**src/irt_defines.svh**
```systemverilog
// Constants for the register-port I2C target
`ifndef IRT_DEFINES_SVH
`define IRT_DEFINES_SVH
`define IRT_TARGET_ADDR 7'h6c
`define IRT_UNMAPPED_DATA 8'hff
`define IRT_REG_TOP 8'h44
`define IRT_ADDR_W 8
`define IRT_DATA_W 8
`define IRT_SYNC_STAGES 2
`endif

```
**src/irt_pkg.sv**
```systemverilog
// Types for the register-port I2C target
package irt_pkg;
  typedef enum logic [6:0] {
    IRT_IDLE = 7'b000_0001,
    IRT_ADDR = 7'b000_0010,
    IRT_AACK = 7'b000_0100,
    IRT_RXB  = 7'b000_1000,
    IRT_RACK = 7'b001_0000,
    IRT_TXB  = 7'b010_0000,
    IRT_TACK = 7'b100_0000
  } irt_state_e;
endpackage

```
**src/irt_i2c_target.sv**
```systemverilog
// I2C register target, oversampling SCL and SDA on ref_clk
//
// Contract
// - Answer only target address 0x6C
// - Reads outside the map return 0xFF
// - Undefined register address: NACK, then idle
// - Runs at standard, fast, fast-plus rates
// - SDA changes only while SCL low
// - Detect START and STOP conditions
// - Bus busy from START until STOP
// - Idle bus: both lines released high
// - Eight bits MSB first plus ACK, unlimited
// - Target may stretch SCL between bytes
// - Receiver pulls SDA low on ninth pulse
// - Eighth bit is direction, 1 means read
// - Write: address, register, data, store
// - Multi-byte access crosses register bounds
`timescale 1ns/10ps
`include "irt_defines.svh"
module irt_i2c_target #(
  parameter int REG_TOP = `IRT_REG_TOP
) (
  input wire logic ref_clk, // 25 MHz system clock
  input wire logic rst_n, // Async reset, active low
  input wire logic scl_i, // SCL pin level
  output logic scl_o, // SCL drive value, always low
  output logic scl_oe_n, // SCL drive enable, active low
  input wire logic sda_i, // SDA pin level
  output logic sda_o, // SDA drive value, always low
  output logic sda_oe_n, // SDA drive enable, active low
  output logic bus_busy, // High between START and STOP
  output logic [7:0] reg_addr, // Register address to storage
  output logic [7:0] reg_wdata, // Write data to storage
  output logic reg_wr, // One-cycle write strobe
  output logic reg_rd, // One-cycle read strobe
  input wire logic [7:0] reg_rdata, // Read data, valid with reg_rdy
  input wire logic reg_rdy // Storage ready; low stretches SCL while a read byte is pending
);
  // Pointer is eight bits: a top above 255 cannot be served
  if (REG_TOP > 255 || REG_TOP < 0) begin
    $error("REG_TOP out of range");
  end

  ////////////////////////////////////////////////////////////////////////
  // Pin synchronisers; 40 ns sampling leaves margin at 1 Mbit/s
  // Two stages cost about two cycles of latency on every edge
  logic [1:0] pins_s;
  irt_sync #(.WIDTH(2)) u_sync (
    .clk(ref_clk),
    .rst_n(rst_n),
    .d_in({scl_i, sda_i}),
    .d_out(pins_s)
  );

  logic scl_d_reg, sda_d_reg;
  logic scl_d_next, sda_d_next;
  logic scl_rise, scl_fall, start_det, stop_det;
  // Edge and condition decode on synchronised lines
  always_comb begin
    scl_d_next = pins_s[1];
    sda_d_next = pins_s[0];
    scl_rise = pins_s[1] & ~scl_d_reg;
    scl_fall = ~pins_s[1] & scl_d_reg;
    start_det = pins_s[1] & scl_d_reg & sda_d_reg & ~pins_s[0];
    stop_det = pins_s[1] & scl_d_reg & ~sda_d_reg & pins_s[0];
  end
  always_ff @(posedge ref_clk or negedge rst_n) begin
    if (!rst_n) begin
      scl_d_reg <= 1'b1;
      sda_d_reg <= 1'b1;
    end else begin
      scl_d_reg <= scl_d_next;
      sda_d_reg <= sda_d_next;
    end
  end

  // Map has no holes: every pointer up to REG_TOP is defined
  function automatic logic reg_defined(input logic [7:0] a);
    reg_defined = (int'(a) <= REG_TOP);
  endfunction

  ////////////////////////////////////////////////////////////////////////
  // Protocol state
  irt_pkg::irt_state_e st_reg, st_next;
  logic [7:0] sh_reg, sh_next;
  logic [3:0] cnt_reg, cnt_next;
  logic rw_reg, rw_next;
  logic ptr_ok_reg, ptr_ok_next; // Pointer byte already taken
  logic ack_reg, ack_next; // Drive ACK on ninth bit
  logic sda_oe_n_reg, sda_oe_n_next;
  logic scl_oe_n_reg, scl_oe_n_next;
  logic busy_reg, busy_next;
  logic [7:0] addr_reg, addr_next;
  logic [7:0] wdata_reg, wdata_next;
  logic wr_reg, wr_next, rd_reg, rd_next;
  logic load_pend_reg, load_pend_next; // Waiting for read data

  // Next-state logic for the byte engine
  always_comb begin
    st_next = st_reg;
    sh_next = sh_reg;
    cnt_next = cnt_reg;
    rw_next = rw_reg;
    ptr_ok_next = ptr_ok_reg;
    ack_next = ack_reg;
    sda_oe_n_next = sda_oe_n_reg;
    scl_oe_n_next = scl_oe_n_reg;
    busy_next = busy_reg;
    addr_next = addr_reg;
    wdata_next = wdata_reg;
    wr_next = 1'b0;
    rd_next = 1'b0;
    load_pend_next = load_pend_reg;
    // START and STOP win over any bit in flight, so cut frames end
    if (start_det) begin
      busy_next = 1'b1;
      st_next = irt_pkg::IRT_ADDR;
      cnt_next = 4'h0;
      sda_oe_n_next = 1'b1;
      scl_oe_n_next = 1'b1;
      load_pend_next = 1'b0;
    end else if (stop_det) begin
      busy_next = 1'b0;
      st_next = irt_pkg::IRT_IDLE;
      sda_oe_n_next = 1'b1;
      scl_oe_n_next = 1'b1;
      // Pointer survives a repeated START, cleared only at STOP
      ptr_ok_next = 1'b0;
      load_pend_next = 1'b0;
    end else begin
      case (st_reg)
        irt_pkg::IRT_IDLE: begin
          sda_oe_n_next = 1'b1;
          scl_oe_n_next = 1'b1;
        end
        irt_pkg::IRT_ADDR, irt_pkg::IRT_RXB: begin
          if (scl_rise) begin
            sh_next = {sh_reg[6:0], pins_s[0]};
            cnt_next = cnt_reg + 4'h1;
          end
          if (scl_fall && cnt_reg == 4'h8) begin
            cnt_next = 4'h0;
            if (st_reg == irt_pkg::IRT_ADDR) begin
              if (sh_reg[7:1] == `IRT_TARGET_ADDR) begin
                rw_next = sh_reg[0];
                ack_next = 1'b1;
                // Read: fetch the first byte while the ACK bit runs
                if (sh_reg[0]) begin
                  rd_next = 1'b1;
                  load_pend_next = 1'b1;
                end
              end else begin
                ack_next = 1'b0;
              end
              st_next = irt_pkg::IRT_AACK;
            end else begin
              // First byte after a write address is the pointer unless one was taken since STOP
              if (!ptr_ok_reg) begin
                addr_next = sh_reg;
                ack_next = reg_defined(sh_reg);
                ptr_ok_next = reg_defined(sh_reg);
              end else begin
                wdata_next = sh_reg;
                wr_next = 1'b1;
                ack_next = 1'b1;
              end
              st_next = irt_pkg::IRT_RACK;
            end
            sda_oe_n_next = ~ack_next;
          end
        end
        irt_pkg::IRT_AACK, irt_pkg::IRT_RACK: begin
          if (scl_fall) begin
            sda_oe_n_next = 1'b1;
            if (!ack_reg) begin
              // Refused byte: ignore the rest until START; still busy
              st_next = irt_pkg::IRT_IDLE;
            end else if (st_reg == irt_pkg::IRT_AACK && rw_reg) begin
              st_next = irt_pkg::IRT_TXB;
              scl_oe_n_next = ~load_pend_reg;
              sda_oe_n_next = load_pend_reg ? 1'b1 : sh_reg[7];
            end else begin
              // Write address or byte accepted: take the next byte
              st_next = irt_pkg::IRT_RXB;
            end
          end
          if (st_reg == irt_pkg::IRT_RACK && wr_reg) begin
            addr_next = addr_reg + 8'h01;
          end
        end
        irt_pkg::IRT_TXB: begin
          if (load_pend_reg && reg_rdy) begin
            sh_next = reg_defined(addr_reg) ? reg_rdata
                                            : `IRT_UNMAPPED_DATA;
            addr_next = addr_reg + 8'h01;
            load_pend_next = 1'b0;
            sda_oe_n_next = reg_defined(addr_reg) ? reg_rdata[7]
                                                  : 1'b1;
            // SCL stays held one more cycle so the MSB settles first
            cnt_next = 4'h0;
          end else if (!load_pend_reg) begin
            scl_oe_n_next = 1'b1;
            if (scl_rise) begin
              cnt_next = cnt_reg + 4'h1;
            end
            // Next bit leaves just after SCL falls, long before it rises
            if (scl_fall) begin
              if (cnt_reg == 4'h8) begin
                sda_oe_n_next = 1'b1;
                st_next = irt_pkg::IRT_TACK;
                cnt_next = 4'h0;
              end else begin
                sh_next = {sh_reg[6:0], 1'b1};
                sda_oe_n_next = sh_reg[6];
              end
            end
          end
        end
        irt_pkg::IRT_TACK: begin
          if (scl_rise) begin
            ack_next = ~pins_s[0];
          end
          if (scl_fall) begin
            // Host wants more: stretch while the next byte comes
            if (ack_reg) begin
              rd_next = 1'b1;
              load_pend_next = 1'b1;
              st_next = irt_pkg::IRT_TXB;
              scl_oe_n_next = 1'b0;
            end else begin
              st_next = irt_pkg::IRT_IDLE;
            end
          end
        end
        default: begin
          st_next = irt_pkg::IRT_IDLE;
        end
      endcase
    end
  end

  // Registers of the byte engine
  always_ff @(posedge ref_clk or negedge rst_n) begin
    if (!rst_n) begin
      st_reg <= irt_pkg::IRT_IDLE;
      sh_reg <= 8'h00;
      cnt_reg <= 4'h0;
      rw_reg <= 1'b0;
      ptr_ok_reg <= 1'b0;
      ack_reg <= 1'b0;
      sda_oe_n_reg <= 1'b1;
      scl_oe_n_reg <= 1'b1;
      busy_reg <= 1'b0;
      addr_reg <= 8'h00;
      wdata_reg <= 8'h00;
      wr_reg <= 1'b0;
      rd_reg <= 1'b0;
      load_pend_reg <= 1'b0;
    end else begin
      st_reg <= st_next;
      sh_reg <= sh_next;
      cnt_reg <= cnt_next;
      rw_reg <= rw_next;
      ptr_ok_reg <= ptr_ok_next;
      ack_reg <= ack_next;
      sda_oe_n_reg <= sda_oe_n_next;
      scl_oe_n_reg <= scl_oe_n_next;
      busy_reg <= busy_next;
      addr_reg <= addr_next;
      wdata_reg <= wdata_next;
      wr_reg <= wr_next;
      rd_reg <= rd_next;
      load_pend_reg <= load_pend_next;
    end
  end

  ////////////////////////////////////////////////////////////////////////
  // Outputs, open drain: value is low, enable active low
  // Constant low kept in a flop so every output is registered
  logic zero_reg;
  always_ff @(posedge ref_clk or negedge rst_n) begin
    if (!rst_n) begin
      zero_reg <= 1'b0;
    end else begin
      zero_reg <= 1'b0;
    end
  end
  assign scl_o = zero_reg;
  assign sda_o = zero_reg;
  assign scl_oe_n = scl_oe_n_reg;
  assign sda_oe_n = sda_oe_n_reg;
  assign bus_busy = busy_reg;
  assign reg_addr = addr_reg;
  assign reg_wdata = wdata_reg;
  assign reg_wr = wr_reg;
  assign reg_rd = rd_reg;
endmodule

```
**src/irt_sync.sv**
```systemverilog
// Two-stage level synchroniser
`timescale 1ns/10ps
module irt_sync #(
  parameter int WIDTH = 1
) (
  input wire logic clk, // Destination clock
  input wire logic rst_n, // Async reset, active low
  input wire logic [WIDTH-1:0] d_in, // Foreign level
  output logic [WIDTH-1:0] d_out // Synchronised level
);
  logic [WIDTH-1:0] meta_reg;
  logic [WIDTH-1:0] out_reg;
  // Two flops, the first read only by the second
  always_ff @(posedge clk or negedge rst_n) begin
    if (!rst_n) begin
      // Idle high level of open-drain lines, so no false edge on fill
      meta_reg <= '1;
      out_reg <= '1;
    end else begin
      meta_reg <= d_in;
      out_reg <= meta_reg;
    end
  end
  assign d_out = out_reg;
endmodule
```
**config.mk**
```make
export PLATFORM = sky130hd
export DESIGN_NAME = irt_i2c_target
export DESIGN_NICKNAME = d
export VERILOG_FILES = /design/src/irt_pkg.sv /design/src/irt_i2c_target.sv /design/src/irt_sync.sv
export VERILOG_INCLUDE_DIRS = /design/src
export SDC_FILE = /design/constraint.sdc
export NUM_CORES = 1
export LEC_CHECK = 0
export BUFFER_PORTS_ARGS = -buffer_cell sky130_fd_sc_hd__buf_2
export CAP_MARGIN = 25
export CORE_UTILIZATION = 58
export DETAILED_ROUTE_END_ITERATION = 12
export PLACE_DENSITY = 0.79
export SLEW_MARGIN = 10
export SYNTH_ARGS = -nofsm -noshare
export SYNTH_HDL_FRONTEND = slang
export SYNTH_HIERARCHICAL = 1
export SYNTH_SLANG_ARGS = --single-unit
```
**constraint.sdc**
```tcl
create_clock -name ref_clk -period 2.7 [get_ports ref_clk]
set_input_delay 0.405 -clock ref_clk [delete_from_list [all_inputs] [get_ports ref_clk]]
set_output_delay 0.405 -clock ref_clk [all_outputs]
set_load 0.01 [all_outputs]
```
==> Word-level counts from Yosys, hierarchy flattened <==
Cells that the tools add are included.
{ "word_totals": {"register_bits": 50, "input_bits": 13, "output_inout_bits": 23, "wordCells": 204} }
{ "op_classes": {"n_addsub": 2, "n_lt_le_gt_ge": 2, "n_eq_ne": 39, "mux": 100, "bitwise_logic": 16, "reduce_logical": 27} }
{ "op_table": {"columns": ["operator", "count"], "rows": [
  ["$mux 8", 11],
  ["$mux 7", 9],
  ["$ne 4x4->1 const B", 15],
  ["$mux 1", 59],
  ["$pmux 7 s5", 1],
  ["$mux 4", 8],
  ["$reduce_and 8->1", 4],
  ["$pmux 8 s3", 1],
  ["$mux 6", 3],
  ["$ne 2x2->1 const B", 9],
  ["$le 8x7->1 const B", 2],
  ["$pmux 8 s2", 1],
  ["$eq 7x7->1 const B", 2],
  ["$ne 3x3->1 const B", 4],
  ["$reduce_and 6->1", 2],
  ["$reduce_bool 6->1", 2],
  ["$ne 5x5->1 const B", 2],
  ["$reduce_and 5->1", 2],
  ["$reduce_bool 2->1", 5],
  ["$not 1->1", 9],
  ["$add 8x1->8 const B", 1],
  ["$pmux 1 s4", 2],
  ["$pmux 4 s2", 1],
  ["$and 1x1->1", 7],
  ["other kinds (18)", 24]
]} }

==> Depth between registers and ports, before layout <==
{ "logic_depth": {"depth_word": 12, "mapped_depth": 7, "depth_no_buf": 7} }

==> Cells and area by module <==
Netlist, hierarchy kept.
{ "by_module_without_submodules": {"columns": ["module", "instances", "cells_per_inst", "area_each_um2", "seq_area_each_um2"], "rows": [
  ["irt_i2c_target", 1, 306, 2966.6, 1157.4],
  ["irt_sync", 1, 4, 105.1, 105.1]
]} }

==> Least setup slack after synthesis <==
OpenSTA, ideal clock, no wires.
{ "synth_timing": {"path_kind": "register -> register", "from": "register u_sync.out_reg[0] (netlist: u_sync/d_out[0])", "to": "register sh_reg[0]", "setup_time_ns": 0.128, "t_arrival_ns": 2.039, "required_ns": 2.572, "path_slack_ns": 0.534, "path_stages_with_launch": 8, "n_path_buf": 3, "period_less_slack_ns": 2.166, "cell_sequence": "dfstp_2 -> clkbuf_1 -> xor2_1 -> nor2b_1 -> clkbuf_1 -> a2111o_1 -> buf_2 -> mux2_1"} }
{ "synth_between": {"elab_chain_len": 4, "word_cells_on_any_way": 8, "cone_classes": "mux (2); bitwise (5); reduce/logical (1)"} }
{ "synth_rtl": {"columns": ["element", "line", "source"], "rows": [
  ["start: declaration", "irt_sync.sv:12", "logic [WIDTH-1:0] out_reg;"],
  ["start signal: assignment", "irt_sync.sv:21", "out_reg <= meta_reg;"],
  ["$not 1->1", "irt_i2c_target.sv:64", "start_det = pins_s[1] & scl_d_reg & sda_d_reg & ~pins_s[0];"],
  ["$and 1x1->1", "irt_i2c_target.sv:64", null],
  ["$not 1->1 (no source line)", null, null],
  ["$reduce_and 7->1 (no source line)", null, null],
  ["end signal: assignment", "irt_i2c_target.sv:261", "sh_reg <= sh_next;"],
  ["end: declaration", "irt_i2c_target.sv:85", "logic [7:0] sh_reg, sh_next;"]
]} }
Parallel ways exist; a longest one is shown, timed or not. The select of a mux whose other input is x is not followed.
A chain may end at the register's enable or synchronous reset.

==> Final worst setup path <==
{ "layout_timing": {"from": "register st_reg[5]", "to": "register sh_reg[7]"} }
{ "layout_between": {"elab_chain_len": 4, "word_cells_on_any_way": 11, "cone_classes": "eq/ne (7); mux (1); reduce/logical (3)"} }
{ "layout_rtl": {"columns": ["element", "line", "source"], "rows": [
  ["start: declaration", "irt_i2c_target.sv:84", "irt_pkg::irt_state_e st_reg, st_next;"],
  ["start signal: assignment", "irt_i2c_target.sv:245", "st_reg <= irt_pkg::IRT_IDLE;"],
  ["start signal: assignment", "irt_i2c_target.sv:260", "st_reg <= st_next;"],
  ["$eq 7x2->1 or $eq 7x4->1 (tied branches)", "irt_i2c_target.sv:131", "case (st_reg)"],
  ["$reduce_or 2->1", "irt_i2c_target.sv:131", null],
  ["$ne 2x2->1 (no source line) or $reduce_bool 2->1 (tied branches)", null, null],
  ["$reduce_and 7->1 (no source line)", null, null]
]} }
Parallel ways exist; a longest one is shown, timed or not.

==> results by group <==
Run status
  • Status: finished clean

Clocking
  • Clk sink count: 50
  • CTS Buf Count: 5
  • CTS tree: built
  • Post-CTS Resized: 0
  • Setup Fix Bufs, Post-CTS: 0
  • Worst skew pair latency: 0.32 ns
  • Clock root cell: clkbuf_8
  • CTS clk-pin slew, worst paths: 0.11 ns
  • Hold buffer count at CTS: 0
  • Bufs on Longest Clock Path: 2
  • CTS H-tree depth: 2

STA
  • Relative slew margins: 58.1%
  • Final setup vio count: 0
  • Final Hold Violating Endpoints: 0
  • Setup_tns: 0 ns
  • Final Slew Violations: 0
  • Least-Margin Pin Slew: 0.629 ns
  • F_max: 411 MHz
  • Crit share post-route: 90.0%
  • Fin crit period: 2.43 ns
  • Setup WS post-layout: 0.270 ns
  • RSZ-0062 raised after global routing: no
  • Worst Skew: 0.0138 ns

Power and ir drop
  • Clock share of power: 24.1%
  • NetSw: 820 uW
  • Power share of the combinational group: 28.2%
  • Seq pwr share: 47.7%
  • Sw Share: 35.8%
  • LEAKAGE: 0.00153 uW
  • Power Internal: 1470 uW
  • Worst VDD drop: 0.466 mV
  • Power density cells: 671 nW/um2

Layout
  • Fraction of layout cells with a size suffix above 1: 24.8%
  • Most frequent cells in the layout: 41 x dfrtp_1, 33 x buf_2, 18 x nand2_1, 16 x o21ai_0, 15 x a21oi_1
  • ANT cells: 0
  • Leading cell type in the layout, fill and taps excluded: dfrtp_1
  • Non-Filler Instances: 413
  • Finished Cell Area: 3410 um2
  • Final net count: 359
  • Fin util: 66.8%
  • Area of the multi-input gates: 1650 um2
  • Sequential cell area: 1260 um2
  • Fillers: 450
  • Area grow syn2layout: 11.0%

Global routing
  • Global-route usage over all layers: 28.8%
  • Vias in the first global route: 2,415
  • Initial antenna violation count: 0
  • First-pass GRT wire length: 12,100 um
  • Global route total overflow: 0
  • Largest net degree at the start of global routing: 51

Critical path
  • Crit. path cell count: 5
  • Largest stage delay, worst path: 0.55 ns
  • CP Max Fanout: 11
  • Crit-path cells: or4_4, nor3_2, o21ai_1, a2111o_1, mux2_1
  • Critical Path Start Type: flip-flop
  • Critical path's top delay family: simple AND/OR/NAND/NOR gates
  • Worst Path Buf+Inv: 0
  • Worst path required time: 2.90 ns
  • Worst Path Arrival: 2.63 ns
  • Worst r2r path cells: 5
  • Slowest cell on the critical path: or4_4
  • CP Capture Type: flip-flop
  • Critical path class: flip-flop to flip-flop

Drt
  • Via count: 2,680
  • Final wirelength: 7480 um
  • Vias/cell: 6.49
  • DRC viols: 0
  • Pre-Repair DR Iteration Count: 5
  • Routed Antenna Nets: 0
  • Mean routed wirelength per cell: 18.1 um
  • 1st-iter DRT viols: 325

Floorplan
  • Die ar.: 5590 um2
  • Core Area: 5110 um2
  • Die width: 74.8 um
  • Initial Utilization: 60.1%
  • Die Height: 74.8 um
  • Row count: 26
  • # IOs: 36

Logic synthesis
  • Sequential element share of the synthesized area: 41.1%
  • Yosys reg bits: 50
  • Syn avg cell area: 9.91 um2
  • EDFF count, synth: 0
  • Synth top area share: 33.4%
  • Synthesized cell area: 3070 um2
  • Warnings, synthesis: 6
  • Post-synth ARST share: 100%
  • Post-synthesis cell count: 310
  • Cell taking the most area after synthesis: dfrtp_1
  • Top_reg_cell synth: dfrtp_1
  • Synth area leaders: dfrtp_1 33%, dfstp_2 7.7%, mux2i_1 3.9%
  • Yosys cell types: 69

Placed design
  • Dpl cells: 405
  • GPL Wtd Cong: 0.916
  • DP Area: 3300 um2
  • Dpl ws: 0.338 ns
  • # port buffers: 33
  • Dpl hpwl: 5260 um

Flow run
  • Max-Cap Viols: 0

Worst hold path
  • Hold Crit Class: input port to async pin
power by group through the flow:
stage / Sequential, uW / Clock (uW) / Combinational [uW]
finish: 1090 / 551 / 646
global route: 1120 / 584 / 712
CTS: 1080 / 557 / 647
detailed placement: 1100 / 0 / 641
global placement: 1100 / 0 / 626
floorplan: 1040 / 0 / 475
area by class of cell:
cell class              instances  share of cell area (%)
clock buffers                   5                    2.02
clock inverters                 3                    1.28
inverters                      14                    1.54
multi-input cells             227                    48.3
flip-flops and latches         50                    37.0
well taps                      70                    2.57
repair buffers                 44                    7.27
path summary, 6_finish.rpt:
| kind | from | to | slack, ns |
|---|---|---|---|
| worst max-delay path | st_reg[5] | sh_reg[7] | 0.27 |
| worst min-delay path | rst_n | st_reg[3] | 0.18 |
| worst max register to register | st_reg[5] | sh_reg[7] | 0.27 |
| worst min register to register | u_sync/meta_reg[0] | u_sync/d_out[0] | 0.36 |
| max in group asynchronous | rst_n | reg_addr[7] | 2.08 |
| min in group ref_clk | sda_i | u_sync/meta_reg[0] | 0.19 |
Yosys cell counts (all sizes together) (4+ instances only):
cell type,n
nor4,7
buf,11
and3,6
a2bb2oi,6
nand3,9
a31oi,7
mux2,15
nand2,18
inv,14
nor2b,8
a21oi,15
nor2,14
dfrtp,41
nor3,16
ha,4
o22ai,5
o211ai,6
dfstp,9
clkbuf,9
mux2i,12
o22a,4
nor4b,4
o21ai,19
metrics by stage:
stage	power [uW]	hold WS, ns
finish	2290	0.185
global route	2410	0.175
CTS	2290	0.182
detailed placement	1740	0.349
global placement	1720	0.349
floorplan	1510	0.109
routing by layer:
layer / wire length (um) / global-route usage [%]
met5: 0 / 0
met4: 181 / 10.3
met3: 598 / 4.82
met2: 3420 / 44.7
met1: 3280 / 40.7
logic make-up after synthesis:
family	share of synthesized area [%]
and+or+nand+nor	20.7
buffers and inverters	5.42
muxes	9.41
adders and majority gates	1.63
xor gates and xnor gates	1.43
other	0.122
DFF	41.1
AOI/OAI and AO/OA	20.2
(Power assumes the default switching activity.)
